## src/shared/aec_pkg.sv

```systemverilog
package aec_pkg;

	// ****************************************************************
	// Widths, values after reset and counter limits.
	// ****************************************************************
	localparam int         CNT_W       = 8;
	localparam logic [7:0] CTRL_RESET  = 8'h00;
	localparam logic [7:0] COUNT_RESET = 8'h00;
	localparam logic [7:0] COUNT_MAX   = 8'hFF;
	localparam logic [7:0] COUNT_STEP  = 8'h01;

	// ****************************************************************
	// Register byte offsets on the bus.
	// ****************************************************************
	localparam logic [3:0] OFS_CTRL = 4'h0;
	localparam logic [3:0] OFS_HIGH = 4'h4;
	localparam logic [3:0] OFS_LOW  = 4'h8;
	localparam logic [3:0] OFS_IRQ  = 4'hC;

	// ****************************************************************
	// Field positions.
	// ****************************************************************
	localparam int BIT_OVH     = 7;
	localparam int BIT_OVL     = 6;
	localparam int BIT_IRQ_REQ = 0;
	localparam int BIT_IRQ_EN  = 1;
	localparam int CH_LOW      = 0;
	localparam int CH_HIGH     = 1;

	// ****************************************************************
	// Types.
	// ****************************************************************
	typedef struct packed {
		logic high_overflow_flag;
		logic low_overflow_flag;
		logic reserved;
		logic channel_split_select;
		logic high_count_enable;
		logic low_count_enable;
		logic high_reset_release;
		logic low_reset_release;
	} ctrl_status_t;

	typedef struct packed {
		logic        ack;
		logic [31:0] dat;
	} wb_resp_t;

	typedef enum logic [2:0] {
		MODE_ACTIVE,
		MODE_SLEEP,
		MODE_WATCH,
		MODE_SUBACTIVE,
		MODE_SUBSLEEP,
		MODE_STANDBY
	} power_mode_t;

endpackage : aec_pkg

```

## src/core/byte_counter.sv

```systemverilog
`timescale 1ns/1ps
module byte_counter
	import aec_pkg::*;
(
	input  wire logic             clk_i,
	input  wire logic             rst_i,
	input  wire logic             clear_i,
	input  wire logic             inc_i,
	output logic      [CNT_W-1:0] count_o,
	output logic                  wrap_o
);

	logic [CNT_W-1:0] count_r;
	logic [CNT_W-1:0] count_nxt;

	// Clear has priority so a held-in-reset counter never moves.
	always_comb begin
		count_nxt = count_r;
		if (clear_i) begin
			count_nxt = COUNT_RESET;
		end else if (inc_i) begin
			count_nxt = count_r + COUNT_STEP;
		end
	end

	always_ff @(posedge clk_i) begin
		if (rst_i) begin
			count_r <= COUNT_RESET;
		end else begin
			count_r <= count_nxt;
		end
	end

	assign count_o = count_r;
	assign wrap_o  = inc_i & ~clear_i & (count_r == COUNT_MAX);

endmodule : byte_counter

```

## src/core/async_event_counter.sv

```systemverilog
`timescale 1ns/1ps
module async_event_counter
	import aec_pkg::*;
(
	input  wire logic        clk_i,
	input  wire logic        rst_i,
	input  wire logic        wb_cyc_i,
	input  wire logic        wb_stb_i,
	input  wire logic        wb_we_i,
	input  wire logic [3:0]  wb_adr_i,
	input  wire logic [3:0]  wb_sel_i,
	input  wire logic [31:0] wb_dat_i,
	output logic      [31:0] wb_dat_o,
	output logic             wb_ack_o,
	input  wire logic        high_event_pin_i,
	input  wire logic        low_event_pin_i,
	input  wire power_mode_t power_mode_i,
	input  wire logic        module_standby_i,
	output logic             irq_o
);

	// ****************************************************************
	// Declarations.
	// ****************************************************************
	ctrl_status_t     ctrl_r;
	ctrl_status_t     ctrl_nxt;
	logic             irq_req_r;
	logic             irq_req_nxt;
	logic             irq_en_r;
	logic             irq_en_nxt;
	wb_resp_t         resp_r;
	wb_resp_t         resp_nxt;
	logic [1:0]       pin_prev_r;
	logic [1:0]       pin_prev_nxt;
	logic [1:0]       pin_now;
	logic [1:0]       pin_rise;
	logic [1:0]       cnt_inc;
	logic [1:0]       cnt_clr;
	logic [1:0]       cnt_wrap;
	logic [CNT_W-1:0] cnt_val [1:0];
	logic             bus_req;
	logic             wr_fire;
	logic             wr_ctrl;
	logic             wr_irq;
	logic             hold_ctrl;
	logic             flags_quiet;
	logic             halted;
	logic             high_src;
	logic             ovl_set;
	logic             ovh_set;
	logic             irq_set;
	logic [31:0]      rd_data;

	// ****************************************************************
	// Power mode decode.
	// ****************************************************************
	// Watch and standby stop the CPU, so the control register is frozen
	// there; the counters themselves are never gated by the power mode.
	always_comb begin
		hold_ctrl   = module_standby_i;
		flags_quiet = 1'b0;
		case (power_mode_i)
			MODE_SLEEP: begin
				flags_quiet = 1'b1;
			end
			MODE_WATCH, MODE_STANDBY: begin
				hold_ctrl   = 1'b1;
				flags_quiet = 1'b1;
			end
			default: begin
				flags_quiet = 1'b0;
			end
		endcase
	end

	assign halted = module_standby_i;

	// ****************************************************************
	// Event pin edge detection.
	// ****************************************************************
	// The pins are taken as synchronous, so one stage of history is
	// enough to find a rising edge. Edges faster than half the clock
	// rate cannot be told apart and are lost.
	assign pin_now[CH_LOW]  = low_event_pin_i;
	assign pin_now[CH_HIGH] = high_event_pin_i;

	always_comb begin
		pin_prev_nxt = pin_now;
	end

	always_ff @(posedge clk_i) begin
		if (rst_i) begin
			pin_prev_r <= 2'h0;
		end else begin
			pin_prev_r <= pin_prev_nxt;
		end
	end

	assign pin_rise = pin_now & ~pin_prev_r;

	// ****************************************************************
	// Count sources and gating.
	// ****************************************************************
	// In joined mode the high counter only sees low wraps, and only while
	// its own enable and release are set; software orders those bits.
	assign high_src = ctrl_r.channel_split_select ?
		pin_rise[CH_HIGH] : cnt_wrap[CH_LOW];

	assign cnt_inc[CH_LOW] = pin_rise[CH_LOW]
		& ctrl_r.low_count_enable
		& ctrl_r.low_reset_release
		& ~halted;

	assign cnt_inc[CH_HIGH] = high_src
		& ctrl_r.high_count_enable
		& ctrl_r.high_reset_release
		& ~halted;

	assign cnt_clr[CH_LOW]  = ~ctrl_r.low_reset_release;
	assign cnt_clr[CH_HIGH] = ~ctrl_r.high_reset_release;

	// ****************************************************************
	// Counter channels.
	// ****************************************************************
	genvar ch;
	generate
		for (ch = 0; ch < 2; ch = ch + 1) begin : g_chan
			byte_counter u_cnt (
				.clk_i   (clk_i),
				.rst_i   (rst_i),
				.clear_i (cnt_clr[ch]),
				.inc_i   (cnt_inc[ch]),
				.count_o (cnt_val[ch]),
				.wrap_o  (cnt_wrap[ch])
			);
		end
	endgenerate

	// ****************************************************************
	// Overflow detection.
	// ****************************************************************
	// A joined wrap of all sixteen bits shows only as a high wrap.
	assign ovl_set = ctrl_r.channel_split_select
		& cnt_wrap[CH_LOW] & ~flags_quiet;
	assign ovh_set = cnt_wrap[CH_HIGH] & ~flags_quiet;
	assign irq_set = ovl_set | ovh_set;

	// ****************************************************************
	// Bus handshake.
	// ****************************************************************
	// Ack comes one cycle after the request; the write lands on the edge
	// where the master sees ack, so a held request writes exactly once.
	assign bus_req = wb_cyc_i & wb_stb_i;
	assign wr_fire = bus_req & wb_we_i & resp_r.ack & wb_sel_i[0];
	assign wr_ctrl = wr_fire & (wb_adr_i == OFS_CTRL);
	assign wr_irq  = wr_fire & (wb_adr_i == OFS_IRQ);

	always_comb begin
		rd_data = 32'h0000_0000;
		case (wb_adr_i)
			OFS_CTRL: begin
				rd_data[CNT_W-1:0] = ctrl_r;
			end
			OFS_HIGH: begin
				rd_data[CNT_W-1:0] = cnt_val[CH_HIGH];
			end
			OFS_LOW: begin
				rd_data[CNT_W-1:0] = cnt_val[CH_LOW];
			end
			OFS_IRQ: begin
				rd_data[BIT_IRQ_REQ] = irq_req_r;
				rd_data[BIT_IRQ_EN]  = irq_en_r;
			end
			default: begin
				rd_data = 32'h0000_0000;
			end
		endcase
	end

	always_comb begin
		resp_nxt.ack = bus_req & ~resp_r.ack;
		resp_nxt.dat = resp_r.dat;
		if (bus_req & ~resp_r.ack) begin
			resp_nxt.dat = rd_data;
		end
	end

	always_ff @(posedge clk_i) begin
		if (rst_i) begin
			resp_r <= '0;
		end else begin
			resp_r <= resp_nxt;
		end
	end

	assign wb_ack_o = resp_r.ack;
	assign wb_dat_o = resp_r.dat;

	// ****************************************************************
	// Control and status register.
	// ****************************************************************
	// Overflow flags clear only by writing zero; a set in the same cycle
	// wins so no overflow is lost.
	always_comb begin
		ctrl_nxt = ctrl_r;
		if (wr_ctrl & ~hold_ctrl) begin
			ctrl_nxt.channel_split_select = wb_dat_i[4];
			ctrl_nxt.high_count_enable    = wb_dat_i[3];
			ctrl_nxt.low_count_enable     = wb_dat_i[2];
			ctrl_nxt.high_reset_release   = wb_dat_i[1];
			ctrl_nxt.low_reset_release    = wb_dat_i[0];
			if (!wb_dat_i[BIT_OVH]) begin
				ctrl_nxt.high_overflow_flag = 1'b0;
			end
			if (!wb_dat_i[BIT_OVL]) begin
				ctrl_nxt.low_overflow_flag = 1'b0;
			end
		end
		if (ovh_set) begin
			ctrl_nxt.high_overflow_flag = 1'b1;
		end
		if (ovl_set) begin
			ctrl_nxt.low_overflow_flag = 1'b1;
		end
		ctrl_nxt.reserved = 1'b0;
	end

	always_ff @(posedge clk_i) begin
		if (rst_i) begin
			ctrl_r <= ctrl_status_t'(CTRL_RESET);
		end else begin
			ctrl_r <= ctrl_nxt;
		end
	end

	// ****************************************************************
	// Interrupt request and enable.
	// ****************************************************************
	always_comb begin
		irq_req_nxt = irq_req_r;
		irq_en_nxt  = irq_en_r;
		if (wr_irq) begin
			irq_en_nxt = wb_dat_i[BIT_IRQ_EN];
			if (!wb_dat_i[BIT_IRQ_REQ]) begin
				irq_req_nxt = 1'b0;
			end
		end
		if (irq_set) begin
			irq_req_nxt = 1'b1;
		end
	end

	always_ff @(posedge clk_i) begin
		if (rst_i) begin
			irq_req_r <= 1'b0;
			irq_en_r  <= 1'b0;
		end else begin
			irq_req_r <= irq_req_nxt;
			irq_en_r  <= irq_en_nxt;
		end
	end

	assign irq_o = irq_req_r & irq_en_r;
endmodule : async_event_counter

```

## config.mk

```make
export PLATFORM = sky130hd
export DESIGN_NAME = async_event_counter
export DESIGN_NICKNAME = d
export VERILOG_FILES = /design/src/shared/aec_pkg.sv /design/src/core/byte_counter.sv /design/src/core/async_event_counter.sv
export SDC_FILE = /design/constraint.sdc
export NUM_CORES = 1
export LEC_CHECK = 0
export BUFFER_PORTS_ARGS = -buffer_cell sky130_fd_sc_hd__buf_2
export CORE_MARGIN = 5
export CORE_UTILIZATION = 48
export CTS_CLUSTER_DIAMETER = 100
export DETAILED_ROUTE_END_ITERATION = 8
export GPL_TIMING_DRIVEN = 1
export HOLD_SLACK_MARGIN = 0.02
export PLACE_DENSITY = 0.79
export SYNTH_ARGS = -nofsm -noshare
export SYNTH_HDL_FRONTEND = slang
export SYNTH_SLANG_ARGS = --single-unit
```

## constraint.sdc

```tcl
create_clock -name clk_i -period 2.4 [get_ports clk_i]
set_clock_uncertainty 0.05 [all_clocks]
set_input_delay 0.48 -clock clk_i [delete_from_list [all_inputs] [get_ports clk_i]]
set_output_delay 0.48 -clock clk_i [all_outputs]
set_load 0.005 [all_outputs]
```

==> flow_summary.toml <==
[setup_path]
cp-end-kind = "flip-flop"
crit_slowest_cell = "or4_1"
critPathKind = "flip-flop to flip-flop"
cp.arrival_ns = 2.24
crit_path_start_kind = "flip-flop"
critical_path.top_delay_family = "simple AND/OR/NAND/NOR gates"
cp_cell_sequence = "ha_1 > and4bb_2 > a41oi_4 > or4_1 > a21oi_1"
slowest_delay_ns = 0.58
path_max_fanout = 17
required_ns = 2.56
path_buf_inv = 0

[place]
io_buffers = 32
gp_congestion = 0.865
placed_area_sq_mm = 0.00209
place_hpwl_mm = 3.33
dpl_worst_slack_ns = 0.298
post-place-cells = 299

[sta]
period_share_pct = 86.7
rsz0062_at_grt = "no"
layout_setup_ws_ns = 0.319
hold_viol_final = 0
tns_ns = 0
max_clock_freq_ghz = 0.481
fin_crit_ns = 2.08
setup_viol = 0
maxSlewViolCount = 0

[synth]
ys_ff_latch = 36
ys_types = 47
ys_seq_area_share_pct = 36.2
yosysWarnings = 0
netlist_instances = 225
avgSynthCellArea_sq_um = 8.85
synthArstFlopShare_pct = 0
ys.flop_type = "dfxtp_1"
synthesis.area_sq_mm = 0.00199
synth_edf_count = 0

[global_routing]
grt_max_degree = 23
antenna_found_initial = 0
track_usage_pct = 16.7
grt_pass1_wl_mm = 7.07
grt_pass1_vias = 1535
gr-total-overflow = 0

[clocking]
cts_made_buffers = 5
clk_pin_slew_ns = 0.07
root_buffer = "clkbuf_8"
cts_hold_buf = 0
clk_latency_ns = 0.29
post_cts_resized = 0
cts_num_sinks = 36
tritoncts = "built"
clock_path_buffers = 2
cts_htree_levels = 2
cts_setup_buffers = 0

[status]
status = "complete, no violations"

[pwr]
irDropWorstVdd_mv = 0.508
pwr_density_cell_mw_per_mm2 = 543
leakage_nw = 0.801

[detailed_routing]
viasPerCell = 5.50
routed_wl_mm = 4.48
ant_nets = 0
drtPass1Iterations = 4
drt_iter0_drc = 140
wl_per_cell_um = 14.6
drc = 0
dr_total_vias = 1689

[die]
num_rows = 23
io_pins = 85
start_util_pct = 49.8
dieWidth_um = 74.4
fp.coreArea_sq_mm = 0.00400
die_area_sq_mm = 0.00554
die_h_um = 74.4

[final_layout]
fin_cells = 307
nets = 309
drive_above_1_share_pct = 19.1
syn2layout_area_growth_pct = 10.4
n_antenna_cell = 0
final_util_pct = 55.0
stdcell_area_sq_mm = 0.00220
n_fill_cell = 380

[min_path]
hold_class = "primary input to flip-flop"

[job]
cap_violations = 0
==> where the power goes <==
| group | internal (mW) | switching, mW | total [mW] |
|---|---|---|---|
| clock | 0.308 | 0.214 | 0.522 |
| combinational | 0.0257 | 0.0460 | 0.0717 |
| sequential | 0.599 | 0.000820 | 0.600 |
==> state kept, by name (all words and copies together) (netlist names) <==
register / cells
wb_ack_o: 1
irq_req_r: 1
irq_en_r: 1
wb_dat_o: 8
pin_prev_r: 2
g_chan.u_cnt.count_o: 16
ctrl_r: 7
==> area by class of cell <==
type                       instances  area (sq um)  share of cell area [%]
clock buffer                       6          72.6                    3.30
sequential                        36           721                    32.8
tap                               50          62.6                    2.84
timing repair buffer              34           175                    7.96
clock inverter                     2          35.0                    1.59
inverter                           4          15.0                   0.683
multi-input combinational        175          1120                    50.9
==> final timing paths <==
path | startpoint | to | slack [ns] | depth (start not counted)
worst min register to register | ctrl_r[6] | ctrl_r[6] | 0.43 | 2
worst max-delay path | g_chan[0].u_cnt.count_o[0] | g_chan[1].u_cnt.count_o[7] | 0.32 | 5
worst min-delay path | high_event_pin_i | pin_prev_r[1] | 0.37 | 2
worst max register to register | g_chan[0].u_cnt.count_o[0] | g_chan[1].u_cnt.count_o[7] | 0.32 | 5
==> layout by cell type (no fill, tap or decap), types with 2 or more instances in the layout <==
cell,n
ha_1,2
nand2_1,11
nand4_1,4
or3_1,3
o2bb2ai_1,5
clkbuf_8,5
o31ai_1,7
xor2_1,2
nor2_1,20
a21oi_1,13
nor4_1,3
buf_2,32
nor2b_1,6
and2_1,2
nand3_1,10
inv_1,4
nand2b_1,2
nor3_1,4
or4_1,8
dfxtp_1,36
and3_1,3
xnor2_1,5
buf_4,2
mux4_2,2
o21ai_0,7
conb_1,24
mux2i_1,7
a22oi_1,8
==> metrics by stage <==
| stage | hold slack (ns) | power, mW |
|---|---|---|
| after floorplan | 0.394 | 0.682 |
| after global placement | 0.404 | 0.683 |
| after detailed placement | 0.413 | 0.684 |
| after CTS | 0.368 | 1.20 |
| after global routing | 0.388 | 1.23 |
| final | 0.371 | 1.19 |
==> cells in the mapped netlist (all sizes together) (3+ instances only) <==
library cell / n / area (sq um)
or4: 8 / 60.1
nand2: 11 / 41.3
nor2: 20 / 75.1
dfxtp: 36 / 721
inv: 4 / 15.0
xnor2: 5 / 43.8
and3: 3 / 18.8
mux2i: 7 / 70.1
a22oi: 8 / 60.1
buf: 28 / 205
a21oi: 13 / 65.1
nor2b: 6 / 37.5
nand3: 10 / 50.1
o2bb2ai: 5 / 43.8
clkbuf: 5 / 18.8
nor3: 5 / 30.0
nand4: 4 / 25.0
or3: 3 / 18.8
nor4: 3 / 18.8
o21ai: 7 / 35.0
o31ai: 7 / 52.6
==> logic make-up after synthesis <==
family / count (synthesis) / share of synthesized area, %
simple gates: 86 / 24.2
compound gates: 47 / 17.3
buf+inv: 37 / 12.0
flops: 36 / 36.2
mux: 9 / 5.78
xor+xnor: 7 / 3.08
fa+ha+maj: 2 / 1.26
other cells: 1 / 0.188
==> layer usage <==
layer  up-vias  part of all wire, %  GRT usage (%)
met4         0                  1.5           4.94
met5         -                    0              0
met3         8                   11           5.68
met1       777                   42           21.7
met2        65                   46           26.2
li1        839                    -              -
No activity file was read; power rests on OpenSTA's default activity.
